**src/rtl/ldc_defs.svh**
```systemverilog
`ifndef LDC_DEFS_SVH
`define LDC_DEFS_SVH

// ==========================================================================
// Register offsets of the display control group.
`define LDC_OFS_MASTER_ENABLE 8'h09
`define LDC_OFS_ATTR_SELECT 8'h0a
`define LDC_OFS_BLOCK1_START_ADDR_LOW 8'h0b
`define LDC_OFS_BLOCK1_START_ADDR_HIGH 8'h0c
`define LDC_OFS_LINE_COUNT 8'h0d
// Last parameter index that the scroll command carries.
`define LDC_OFS_SCROLL_LAST 8'h14

// ==========================================================================
// Field positions.
`define LDC_BIT_ENABLE 0
`define LDC_ATTR_BLK3_HI 7
`define LDC_ATTR_BLK3_LO 6
`define LDC_ATTR_BLK2_HI 5
`define LDC_ATTR_BLK2_LO 4
`define LDC_ATTR_BLK1_HI 3
`define LDC_ATTR_BLK1_LO 2
`define LDC_ATTR_CUR_HI 1
`define LDC_ATTR_CUR_LO 0

// ==========================================================================
// Reset values.
`define LDC_RST_ENABLE 1'h0
`define LDC_RST_ATTR 8'h00
`define LDC_RST_BYTE 8'h00
`define LDC_RST_ADDR 16'h0000

// ==========================================================================
// Attribute codes.
`define LDC_ATTR_BLANK 2'h0
`define LDC_ATTR_STEADY 2'h1
`define LDC_ATTR_FLASH_A 2'h2
`define LDC_ATTR_FLASH_B 2'h3

// ==========================================================================
// Indirect command codes.
`define LDC_CMD_DISP_OFF 8'h10
`define LDC_CMD_DISP_ON 8'h11
`define LDC_CMD_SCROLL 8'h12

// ==========================================================================
// Flash timing in frames; cursor visible part is 70 percent of the period.
`define LDC_FRAME_CNT_W 6
`define LDC_CUR_ON_SLOW 6'h16
`define LDC_CUR_ON_VSLOW 6'h2d

`endif

```
**src/rtl/ldc_pkg.sv**
```systemverilog
package ldc_pkg;

    // ======================================================================
    // Types shared by the display control files.

    // Two-bit attribute field.
    typedef logic [1:0] ldc_attr_t;

    // Direct register access from the host.
    typedef struct packed {
        logic wr;
        logic rd;
        logic [7:0] addr;
        logic [7:0] wdata;
    } ldc_reg_req_s;

    // Indirect command and parameter strobes from the host.
    typedef struct packed {
        logic cmd_valid;
        logic param_valid;
        logic [7:0] data;
    } ldc_cmd_req_s;

    // Display memory access events.
    typedef struct packed {
        logic wr;
        logic rd;
        logic load;
        logic [15:0] load_addr;
    } ldc_mem_evt_s;

    // Indirect parameter sequencer.
    typedef enum logic [1:0] {
        LDC_IDLE,
        LDC_DISP_PARAM,
        LDC_SCROLL_PARAM
    } ldc_ind_state_e;

    // Whole state of the register bank.
    typedef struct packed {
        logic enable;
        logic [7:0] attr;
        logic [7:0] block1_start_addr_low;
        logic [15:0] block1_start_addr_active;
        logic [7:0] line_count;
        logic [7:0] rdata;
        logic disp_pending;
        ldc_ind_state_e ind_state;
        logic [7:0] param_idx;
    } ldc_state_s;

    // Flash phase generator state.
    typedef struct packed {
        logic [5:0] frame_cnt;
    } ldc_flash_s;

    // Cursor tracker state.
    typedef struct packed {
        logic [15:0] pos;
    } ldc_cursor_s;

endpackage

```
**src/rtl/ldc_cursor_ctl.sv**
```systemverilog
`timescale 1ns/100ps
`include "ldc_defs.svh"

// Tracks the cursor position in display memory.
module ldc_cursor_ctl
    import ldc_pkg::*;
(
    // Clock and reset.
    input wire logic core_clk,
    input wire logic reset,
    // Memory access events.
    input wire ldc_mem_evt_s mem_evt,
    // Current cursor position.
    output logic [15:0] cursor_pos
);

    // ======================================================================
    // State.
    ldc_cursor_s state_q;
    ldc_cursor_s state_d;

    // A load sets the position; any memory access moves it one on.
    always_comb begin
        state_d = state_q;
        if (mem_evt.load) begin
            state_d.pos = mem_evt.load_addr;
        end else if (mem_evt.wr || mem_evt.rd) begin
            state_d.pos = state_q.pos + 16'h0001;
        end
    end

    // Registers the position.
    always_ff @(posedge core_clk) begin
        if (reset) begin
            state_q.pos <= `LDC_RST_ADDR;
        end else begin
            state_q <= state_d;
        end
    end

    // Position comes straight from the register.
    assign cursor_pos = state_q.pos;

endmodule // ldc_cursor_ctl

```
**src/rtl/ldc_display_control_regs.sv**
```systemverilog
`timescale 1ns/100ps
`include "ldc_defs.svh"

// Summary of operation
// - Enable bit switches whole display on/off.
// - Cleared enable blanks regardless of attributes.
// - Third block attribute: blank, steady, flash.
// - Second block attribute also governs fourth block.
// - First block attribute: blank, steady, flash.
// - Cursor attribute: blank, steady, slow flashes.
// - Flashing cursor visible seventy percent.
// - Memory write re-enables cursor, advances position.
// - Memory read advances position, keeps cursor off.
// - Sixteen-bit block one start address held.
// - New start address applies on high write.
// - Line count register holds lines minus one.
// - Display switch command carries attribute byte.
// - Scroll command carries block address parameters.
// - Power save entry clears display enable.
module ldc_display_control_regs
    import ldc_pkg::*;
(
    // Clock and reset.
    input wire logic core_clk,
    input wire logic reset,
    // Direct register access.
    input wire ldc_reg_req_s reg_req,
    output logic [7:0] reg_rdata,
    // Indirect commands and parameters.
    input wire ldc_cmd_req_s cmd_req,
    // Display memory events and cursor.
    input wire ldc_mem_evt_s mem_evt,
    output logic [15:0] cursor_pos,
    // Timing and mode inputs.
    input wire logic frame_tick,
    input wire logic dual_panel,
    input wire logic power_save_enter,
    // Display outputs.
    output logic display_on,
    output logic [3:0] block_visible,
    output logic cursor_visible,
    output logic [15:0] block1_start_addr,
    output logic [7:0] block1_line_count
);

    // ======================================================================
    // Functions.

    // Decodes an attribute into visibility for this phase.
    function automatic logic attr_visible(
        input ldc_attr_t attr,
        input logic ph32,
        input logic ph4
    );
        logic vis;
        vis = 1'b0;
        case (attr)
            `LDC_ATTR_BLANK: vis = 1'b0;
            `LDC_ATTR_STEADY: vis = 1'b1;
            `LDC_ATTR_FLASH_A: vis = ph32;
            `LDC_ATTR_FLASH_B: vis = ph4;
            default: vis = 1'b0;
        endcase
        return vis;
    endfunction

    // ======================================================================
    // State and helper nets.

    // Registered state of the bank.
    ldc_state_s state_q;
    // Next state.
    ldc_state_s state_d;
    // Flash phases from the frame counter.
    logic ph4;
    logic ph32;
    logic cph32;
    logic cph64;
    // Write that reaches the register array this cycle.
    logic eff_wr;
    logic [7:0] eff_addr;
    logic [7:0] eff_data;
    // Attribute fields.
    ldc_attr_t cur_attr;
    ldc_attr_t blk1_attr;
    ldc_attr_t blk2_attr;
    ldc_attr_t blk3_attr;
    // Raw visibility before the master enable.
    logic cur_raw;
    logic [3:0] blk_raw;

    // ======================================================================
    // Submodules.

    // Frame-driven flash phase generator.
    ldc_flash_gen u_flash (
        .core_clk(core_clk),
        .reset(reset),
        .frame_tick(frame_tick),
        .phase_div4(ph4),
        .phase_div32(ph32),
        .cur_phase_div32(cph32),
        .cur_phase_div64(cph64)
    );

    // Cursor position tracker.
    ldc_cursor_ctl u_cursor (
        .core_clk(core_clk),
        .reset(reset),
        .mem_evt(mem_evt),
        .cursor_pos(cursor_pos)
    );

    // ======================================================================
    // Write source selection.

    // Direct writes win; an indirect parameter goes to the register
    // that its place in the sequence selects.
    always_comb begin
        eff_wr = 1'b0;
        eff_addr = 8'h00;
        eff_data = 8'h00;
        if (reg_req.wr) begin
            // Direct register write.
            eff_wr = 1'b1;
            eff_addr = reg_req.addr;
            eff_data = reg_req.wdata;
        end else if (cmd_req.param_valid) begin
            case (state_q.ind_state)
                LDC_DISP_PARAM: begin
                    // Attribute byte of the display switch command.
                    eff_wr = 1'b1;
                    eff_addr = `LDC_OFS_ATTR_SELECT;
                    eff_data = cmd_req.data;
                end
                LDC_SCROLL_PARAM: begin
                    // Scroll parameters walk up the block registers.
                    eff_wr = 1'b1;
                    eff_addr = state_q.param_idx;
                    eff_data = cmd_req.data;
                end
                default: begin
                    // Stray parameter with no command; ignored.
                    eff_wr = 1'b0;
                end
            endcase
        end
    end

    // ======================================================================
    // Next state.

    // Register writes, commands, cursor re-enable and power save.
    always_comb begin
        state_d = state_q;

        // Register array writes.
        if (eff_wr) begin
            case (eff_addr)
                `LDC_OFS_MASTER_ENABLE: begin
                    // Only bit 0 is stored.
                    state_d.enable = eff_data[`LDC_BIT_ENABLE];
                end
                `LDC_OFS_ATTR_SELECT: begin
                    // Attribute fields of all blocks and the cursor.
                    state_d.attr = eff_data;
                end
                `LDC_OFS_BLOCK1_START_ADDR_LOW: begin
                    // Low byte is staged; the active address is unchanged.
                    state_d.block1_start_addr_low = eff_data;
                end
                `LDC_OFS_BLOCK1_START_ADDR_HIGH: begin
                    // High byte commits the whole address at once.
                    state_d.block1_start_addr_active = {eff_data, state_q.block1_start_addr_low};
                end
                `LDC_OFS_LINE_COUNT: begin
                    // Lines in block one minus one.
                    state_d.line_count = eff_data;
                end
                default: begin
                    // Other offsets belong to other groups.
                    state_d.line_count = state_q.line_count;
                end
            endcase
        end

        // A memory write brings a disabled cursor back as steady.
        if (mem_evt.wr && (cur_attr == `LDC_ATTR_BLANK) &&
            !(eff_wr && (eff_addr == `LDC_OFS_ATTR_SELECT))) begin
            state_d.attr[`LDC_ATTR_CUR_HI:`LDC_ATTR_CUR_LO] =
                `LDC_ATTR_STEADY;
        end

        // Indirect command sequencer.
        case (state_q.ind_state)
            LDC_IDLE: begin
                state_d.param_idx = `LDC_OFS_SCROLL_LAST;
            end
            LDC_DISP_PARAM: begin
                // One parameter applies the pending on/off state too.
                if (cmd_req.param_valid && !reg_req.wr) begin
                    state_d.enable = state_q.disp_pending;
                    state_d.ind_state = LDC_IDLE;
                end
            end
            LDC_SCROLL_PARAM: begin
                // Parameters step from the first block register upwards.
                if (cmd_req.param_valid && !reg_req.wr) begin
                    if (state_q.param_idx == `LDC_OFS_SCROLL_LAST) begin
                        state_d.ind_state = LDC_IDLE;
                    end else begin
                        state_d.param_idx = state_q.param_idx + 8'h01;
                    end
                end
            end
            default: begin
                state_d.ind_state = LDC_IDLE;
            end
        endcase

        // A new command always restarts the sequence.
        if (cmd_req.cmd_valid) begin
            case (cmd_req.data)
                `LDC_CMD_DISP_ON: begin
                    state_d.disp_pending = 1'b1;
                    state_d.ind_state = LDC_DISP_PARAM;
                end
                `LDC_CMD_DISP_OFF: begin
                    state_d.disp_pending = 1'b0;
                    state_d.ind_state = LDC_DISP_PARAM;
                end
                `LDC_CMD_SCROLL: begin
                    state_d.param_idx = `LDC_OFS_BLOCK1_START_ADDR_LOW;
                    state_d.ind_state = LDC_SCROLL_PARAM;
                end
                default: begin
                    state_d.ind_state = LDC_IDLE;
                end
            endcase
        end

        // Power save forces the display off, over writes.
        if (power_save_enter) begin
            state_d.enable = 1'b0;
        end

        // Read data register; unmapped offsets read as zero.
        if (reg_req.rd) begin
            case (reg_req.addr)
                `LDC_OFS_MASTER_ENABLE: state_d.rdata = {7'h00, state_q.enable};
                `LDC_OFS_ATTR_SELECT: state_d.rdata = state_q.attr;
                `LDC_OFS_BLOCK1_START_ADDR_LOW: state_d.rdata = state_q.block1_start_addr_low;
                `LDC_OFS_BLOCK1_START_ADDR_HIGH: state_d.rdata = state_q.block1_start_addr_active[15:8];
                `LDC_OFS_LINE_COUNT: state_d.rdata = state_q.line_count;
                default: state_d.rdata = 8'h00;
            endcase
        end
    end

    // ======================================================================
    // State register.

    // Synchronous reset to defaults.
    always_ff @(posedge core_clk) begin
        if (reset) begin
            state_q.enable <= `LDC_RST_ENABLE;
            state_q.attr <= `LDC_RST_ATTR;
            state_q.block1_start_addr_low <= `LDC_RST_BYTE;
            state_q.block1_start_addr_active <= `LDC_RST_ADDR;
            state_q.line_count <= `LDC_RST_BYTE;
            state_q.rdata <= `LDC_RST_BYTE;
            state_q.disp_pending <= 1'b0;
            state_q.ind_state <= LDC_IDLE;
            state_q.param_idx <= `LDC_OFS_SCROLL_LAST;
        end else begin
            state_q <= state_d;
        end
    end

    // ======================================================================
    // Visibility decode.

    // Splits the attribute byte into its fields.
    always_comb begin
        blk3_attr = state_q.attr[`LDC_ATTR_BLK3_HI:`LDC_ATTR_BLK3_LO];
        blk2_attr = state_q.attr[`LDC_ATTR_BLK2_HI:`LDC_ATTR_BLK2_LO];
        blk1_attr = state_q.attr[`LDC_ATTR_BLK1_HI:`LDC_ATTR_BLK1_LO];
        cur_attr = state_q.attr[`LDC_ATTR_CUR_HI:`LDC_ATTR_CUR_LO];
    end

    // Per-block and cursor visibility before the master enable.
    always_comb begin
        blk_raw[0] = attr_visible(blk1_attr, ph32, ph4);
        blk_raw[1] = attr_visible(blk2_attr, ph32, ph4);
        blk_raw[2] = attr_visible(blk3_attr, ph32, ph4);
        // Fourth block exists only in dual panel drive.
        blk_raw[3] = dual_panel && blk_raw[1];
        // Cursor uses its own slower rates with 70 percent duty.
        cur_raw = attr_visible(cur_attr, cph32, cph64);
    end

    // The master enable overrides every attribute.
    always_comb begin
        display_on = state_q.enable;
        block_visible = state_q.enable ? blk_raw : 4'h0;
        cursor_visible = state_q.enable && cur_raw;
    end

    // Register-sourced outputs.
    assign reg_rdata = state_q.rdata;
    assign block1_start_addr = state_q.block1_start_addr_active;
    assign block1_line_count = state_q.line_count;

endmodule // ldc_display_control_regs

```
**src/rtl/ldc_flash_gen.sv**
```systemverilog
`timescale 1ns/100ps
`include "ldc_defs.svh"

// Counts frames and derives the flash phases.
module ldc_flash_gen
    import ldc_pkg::*;
(
    // Clock and reset.
    input wire logic core_clk,
    input wire logic reset,
    // One pulse per displayed frame.
    input wire logic frame_tick,
    // Flash phases, high while the flashing item is visible.
    output logic phase_div4,
    output logic phase_div32,
    output logic cur_phase_div32,
    output logic cur_phase_div64
);

    // ======================================================================
    // State.
    ldc_flash_s state_q;
    ldc_flash_s state_d;

    // The counter advances once per frame and wraps at 64.
    always_comb begin
        state_d = state_q;
        if (frame_tick) begin
            state_d.frame_cnt = state_q.frame_cnt + 6'h01;
        end
    end

    // Registers the counter.
    always_ff @(posedge core_clk) begin
        if (reset) begin
            state_q.frame_cnt <= 6'h00;
        end else begin
            state_q <= state_d;
        end
    end

    // Half-duty block phases, 70 percent cursor phases.
    always_comb begin
        phase_div4 = ~state_q.frame_cnt[1];
        phase_div32 = ~state_q.frame_cnt[4];
        cur_phase_div32 = ({1'b0, state_q.frame_cnt[4:0]}
            < `LDC_CUR_ON_SLOW);
        cur_phase_div64 = (state_q.frame_cnt < `LDC_CUR_ON_VSLOW);
    end

endmodule // ldc_flash_gen

```
**config.mk**
```make
export PLATFORM = sky130hd
export DESIGN_NAME = ldc_display_control_regs
export DESIGN_NICKNAME = d
export VERILOG_FILES = /design/src/rtl/ldc_pkg.sv /design/src/rtl/ldc_cursor_ctl.sv /design/src/rtl/ldc_display_control_regs.sv /design/src/rtl/ldc_flash_gen.sv
export VERILOG_INCLUDE_DIRS = /design/src /design/src/rtl
export SDC_FILE = /design/constraint.sdc
export NUM_CORES = 1
export LEC_CHECK = 0
export ABC_AREA = 1
export BUFFER_PORTS_ARGS = -buffer_cell sky130_fd_sc_hd__buf_4
export CAP_MARGIN = 15
export CELL_PAD_IN_SITES_DETAIL_PLACEMENT = 0
export CELL_PAD_IN_SITES_GLOBAL_PLACEMENT = 1
export CORE_MARGIN = 4
export CORE_UTILIZATION = 38
export DETAILED_ROUTE_END_ITERATION = 8
export PLACE_DENSITY = 0.9
export SLEW_MARGIN = 20
export SYNTH_ARGS = -nofsm -noshare
export SYNTH_HDL_FRONTEND = slang
export SYNTH_SLANG_ARGS = --single-unit
export TNS_END_PERCENT = 10
```
**constraint.sdc**
```tcl
create_clock -name core_clk -period 2.3 [get_ports core_clk]
set_clock_uncertainty 0.2 [all_clocks]
set_input_delay 0.345 -clock core_clk [delete_from_list [all_inputs] [get_ports core_clk]]
set_output_delay 0.345 -clock core_clk [all_outputs]
set_load 0.01 [all_outputs]
```
# Word-level counts from Yosys, hierarchy flattened
# Cells that the tools add are included.
# totals
register_bits	82
inputBits	52
output_inout_bits	54
# classes
addsub	3
order_cmp	2
n_eq_ne	32
muxes	36
bitwise_logic	2
n_reduce_logical	29
# ops
op	count
8-bit by 4-bit equality test with 1-bit output, second input constant	10
8-bit two-way mux	10
16-bit two-way mux	3
41-bit two-way mux	1
8-bit one-hot mux with 5 select lines	1
8-bit by 5-bit equality test with 1-bit output, second input constant	4
8-bit one-hot mux with 2 select lines	2
10-bit two-way mux	2
2-bit equality test, second input constant	9
16-bit by 1-bit adder with 16-bit output, second input constant	1
1-bit one-hot mux with 4 select lines	4
2-bit AND reduction	6
2-bit by 1-bit equality test with 1-bit output, second input constant	5
2-bit logical NOT	5
3-bit != test, second input constant	3
8-bit by 1-bit adder with 8-bit output, second input constant	1
2-bit nonzero test	4
2-bit OR reduction	4
1-bit two-way mux	7
6-bit by 1-bit adder with 6-bit output, second input constant	1
1-bit logical AND	6
6-bit less-than comparator, second input constant	1
2-bit one-hot mux with 3 select lines	1
5-bit less-than comparator, second input constant	1
9 further kinds	12

# Logic depth before layout (Yosys ltp)
# depth
ltp_word	10
depth_mapped	14
ltp_nobuf	12

# Cells and area by module
# A second synthesis with hierarchy kept.
# unflattened
hier_cells	744
area_unflattened_um2	4844.6
# modules_own_cells
mod	n_inst	cells_each	area_per_inst_um2
ldc_display_control_regs	1	522	3408.3
ldc_cursor_ctl	1	178	1131.1
ldc_flash_gen	1	44	305.3

# Least setup slack after synthesis
# Ideal clock, no wire load.
# synth_timing
kind	reg2reg
start	register state_q[8] (netlist name)
end	register state_q (netlist bit block1_start_addr[9])
setup_ns	0.113
arrival_time_ns	1.529
t_required_ns	1.987
slack_ns	0.457
stages_incl_launch_ff	12
path_cell_list	dfxtp_1 inv_1 ha_1 nand2_1 nand2_2 nand3_2 nand3_1 inv_2 nand2_4 buf_2 o21ai_1 nor2_1
# synth_between
elab_chain_len	6
word_cells_on_any_way	14
classes_between	eq/ne (3); mux (9); reduce/logical (2)
# synth_rtl
item	line_no	text
start: declaration	ldc_display_control_regs.sv:71	ldc_state_s state_q;
start signal: assignment	ldc_display_control_regs.sv:276	state_q <= state_d;
2-bit equality test / 2-bit by 1-bit equality test with 1-bit output (equally long branches)	ldc_display_control_regs.sv:129	case (state_q.ind_state)
8-bit one-hot mux with 2 select lines / 2-bit OR reduction (equally long branches)	-	
8-bit two-way mux / 1-bit two-way mux (equally long branches)	ldc_display_control_regs.sv:128, ldc_display_control_regs.sv:129	
8-bit two-way mux / 1-bit two-way mux (equally long branches)	ldc_display_control_regs.sv:123, ldc_display_control_regs.sv:128	
8-bit by 4-bit equality test with 1-bit output / 1-bit two-way mux (equally long branches)	ldc_display_control_regs.sv:159, ldc_display_control_regs.sv:123	
2-bit AND reduction (no line)	-	
# Several ways; a longest one is shown, not always the timed one.
# A chain may end at the register's enable or synchronous reset.

# Final worst setup path
# layout_timing
start	register u_flash.state_q[1] (netlist name)
end	output port cursor_visible
# layout_between
elab_chain_len	3
word_cells_on_any_way	4
classes_between	order compare (2); mux (1); reduce/logical (1)
# layout_rtl
item	line_no	text
start: declaration	ldc_flash_gen.sv:22	ldc_flash_s state_q;
start signal: assignment	ldc_flash_gen.sv:38	state_q <= state_d;
6-bit less-than comparator (no line) / 5-bit less-than comparator (equally long branches)	-	
1-bit one-hot mux with 4 select lines *	ldc_display_control_regs.sv:57	case (attr)
1-bit logical AND *	ldc_display_control_regs.sv:306	cursor_visible = state_q.enable && cur_raw;
end: declaration	ldc_display_control_regs.sv:41	output logic cursor_visible,
# Mark *: on every way between the ends. The rest lies on a longest branch, timed or not.

==> flow_metrics.tcl <==
set metrics [dict create \
    status "complete, no violations" \
    gp_congestion 0.8983 \
    areaGrowthSynthToFinish_pct 22.37 \
    insertedDiodeCount 0 \
    clkTransAtPathRegs_ns 0.06 \
    cts_made_buffers 9 \
    dieArea_sq_um 14460 \
    post-route-cell-area_sq_um 5859 \
    synth_cell_type_count 44 \
    crit_type "reg2out" \
    holdBufCountCts 0 \
    grt_start_max_net_pins 45 \
    place_hpwl_microns 10530 \
    fmax_mhz 469.1 \
    die_w_microns 120.3 \
    worst-endpoint-required_ns 1.75 \
    grt_setup_unrepaired "false" \
    port-buffer-count 105 \
    power_density_nw_per_um2 572.8 \
    post-cts-setup-buffers 0 \
    grt_pass1_wl_microns 22210 \
    fin_crit_sh 0.9269 \
    p_leak_nw 2.525 \
    totalWireLength_microns 13710 \
    setup_viol 0 \
    worstSetupStartpointType "flop" \
    peakVddDrop_mv 0.3841 \
    vias 4934 \
    nNetsFinal 859 \
    grt_pass1_vias 4597 \
    crit_chain "inv_1 -> ha_1 -> o21ai_0 -> a41oi_1 -> buf_4" \
    endpoint_kind "output pin" \
    hold_class "in2reg" \
    finalHoldViolCount 0 \
    clkLatencyLatePin_ns 0.33 \
    firstDrtPassIters 6 \
    synth-edff-count 0 \
    drc 0 \
    relSlewSlack 0.6391 \
    fin_util 0.4818 \
    worstMarginPinSlew_ns 0.5394 \
    synth_cells 725 \
    slowest_delay_ns 0.43 \
    yosys.area.top_type "dfxtp_1" \
    wl_per_cell_microns 14.10 \
    cts.sinks 82 \
    cts.repair.resized 0 \
    yosys_warnings 0 \
    cp_max_fo 6 \
    drt_iter0_markers 302 \
    ys_top_cells_by_area "dfxtp_1, nand2_1, nor2_1" \
    maxCapViolCount 0 \
    ioPinCount 106 \
    synthesis.area_sq_um 4788 \
    core_sq_um 12160 \
    min_period_ns 2.132 \
    die_height_microns 120.3 \
    cp_slowest_cell "dfxtp_1" \
    synth_top_area_frac 0.3428 \
    ys_seq_area_frac 0.3428 \
    tns_ns 0 \
    critPathArrivalTime_ns 1.59 \
    drive_gt1_frac 0.1965 \
    grt_overflow 0 \
    viasPerCell 5.076 \
    htree_levels 3 \
    ys.flop_type "dfxtp_1" \
    slew_violations 0 \
    clk_path_buf_depth 2 \
    start_util 0.3937 \
    antenna_left 0 \
    antenna_found_initial 0 \
    async_flop_share 0 \
    syn_area_per_cell_sq_um 6.605 \
    root_buffer "clkbuf_16" \
    ys_seq_elements 82 \
    track_usage 0.1858 \
    dpl_cell_area_sq_um 5549 \
    syn_nets 785 \
    cts_tree "built" \
    row_count 40 \
]
==> logic make-up (layout without fill, tap and decap cells) <==
kind of cell	after synthesis	count (layout)	synth area share
xor+xnor	2	2	0.003659
fa+ha+maj	8	8	0.02090
flops	82	82	0.3428
buf+inv	123	202	0.1275
compound gates	134	134	0.1565
simple gates	376	376	0.3486
==> final timing paths <==
check / slack, ns / depth (start not counted) / from / to
worst max register to register: 0.22 / 9 / state_q[8] / block1_line_count[6]
worst min register to register: 0.27 / 2 / reg_rdata[1] / reg_rdata[1]
worst min-delay path: 0.03 / 2 / frame_tick / u_flash.state_q[0]
worst max-delay path: 0.17 / 5 / u_flash.state_q[1] / cursor_visible
==> final cells by class <==
class                   count  area [sq um]
fillers                  1236          6302
multi-input cells         520          2536
flip-flops and latches     82          1642
repair buffers            118         898.4
inverters                  68         262.8
clock buffers              10         239.0
well taps                 168         210.2
clock inverters             6         71.32
==> critical path: cells and delay by family (launching register included) <==
family          cells  cell delay, ns
flops               1            0.43
compound gates      2            0.36
buf+inv             2            0.27
fa+ha+maj           1            0.20
==> synthesized netlist by cell type, types with 2 or more instances <==
master / count
buf_4: 33
a21oi_1: 46
nand3_2: 2
clkinv_2: 2
xor2_1: 2
a211oi_1: 3
o211ai_1: 3
a41oi_1: 2
nand2_4: 3
nor3_1: 12
o22ai_1: 3
nand2_2: 3
a22o_1: 4
o21a_1: 2
o21ai_0: 52
inv_4: 2
and2_1: 2
nand2_1: 139
o21ai_1: 11
or2_2: 2
nand3_1: 65
ha_1: 8
clkbuf_1: 17
dfxtp_1: 82
buf_6: 2
buf_2: 2
nor2_4: 3
inv_2: 3
nor2_1: 121
nand4_1: 19
a311oi_1: 3
inv_1: 60
==> routing by layer <==
| layer | up-vias | wire length, microns | track usage | share of wire |
|---|---|---|---|---|
| li1 | 2516 | - | - | - |
| met1 | 2268 | 6602 | 0.2577 | 0.48 |
| met2 | 137 | 6256 | 0.2979 | 0.46 |
| met3 | 13 | 746 | 0.03976 | 0.054 |
| met4 | 0 | 101 | 0.04108 | 0.0074 |
| met5 | - | 0 | 0 | 0 |
==> report_power, final <==
part	total (W)	switching, W	leakage (nW)	internal (W)
clock	0.00150	0.000617	0.146	0.000883
sequential	0.00148	0.0000347	0.665	0.00145
combinational	0.000372	0.000209	1.71	0.000163
total	0.00336	0.000861	2.53	0.00249
==> cell usage in the layout (no fill, tap or decap), types with 3 or more instances in the layout <==
cell type	synthesis	final
nand2_2	3	3
a22o_1	4	4
inv_1	60	60
clkbuf_16	0	9
a211oi_1	3	3
nand2_4	3	3
o21ai_0	52	52
o21ai_1	11	11
nand3_1	65	65
inv_2	3	3
nand2_1	139	139
inv_6	0	3
dfxtp_1	82	82
a21oi_1	46	46
a311oi_1	3	3
buf_4	33	117
nor3_1	12	12
ha_1	8	8
nor2_4	3	3
o22ai_1	3	3
nand4_1	19	19
nor2_1	121	121
o211ai_1	3	3
==> flip-flops by register name (all words and copies together) (netlist names) <==
signal and count:
block1_start_addr 16, block1_line_count 8, blk3_attr 2, blk1_attr 2
display_on 1, blk2_attr 2, u_cursor.cursor_pos 16, u_flash.state_q 6
reg_rdata 8, state_q 19, cur_attr 2
==> stage by stage <==
stage               instances  setup WS [ns]  total power, W  hold WS, ns
detailed placement        956         0.2219        0.001886       0.2569
finish                    972         0.1682        0.003356      0.02686
global placement          956         0.2652        0.001878       0.2509
floorplan                 725         0.4573        0.001710       0.2350
global route              972       0.007468        0.003475      0.02914
CTS                       972         0.1745        0.003375      0.01650
No activity file was read; power rests on OpenSTA's default activity.
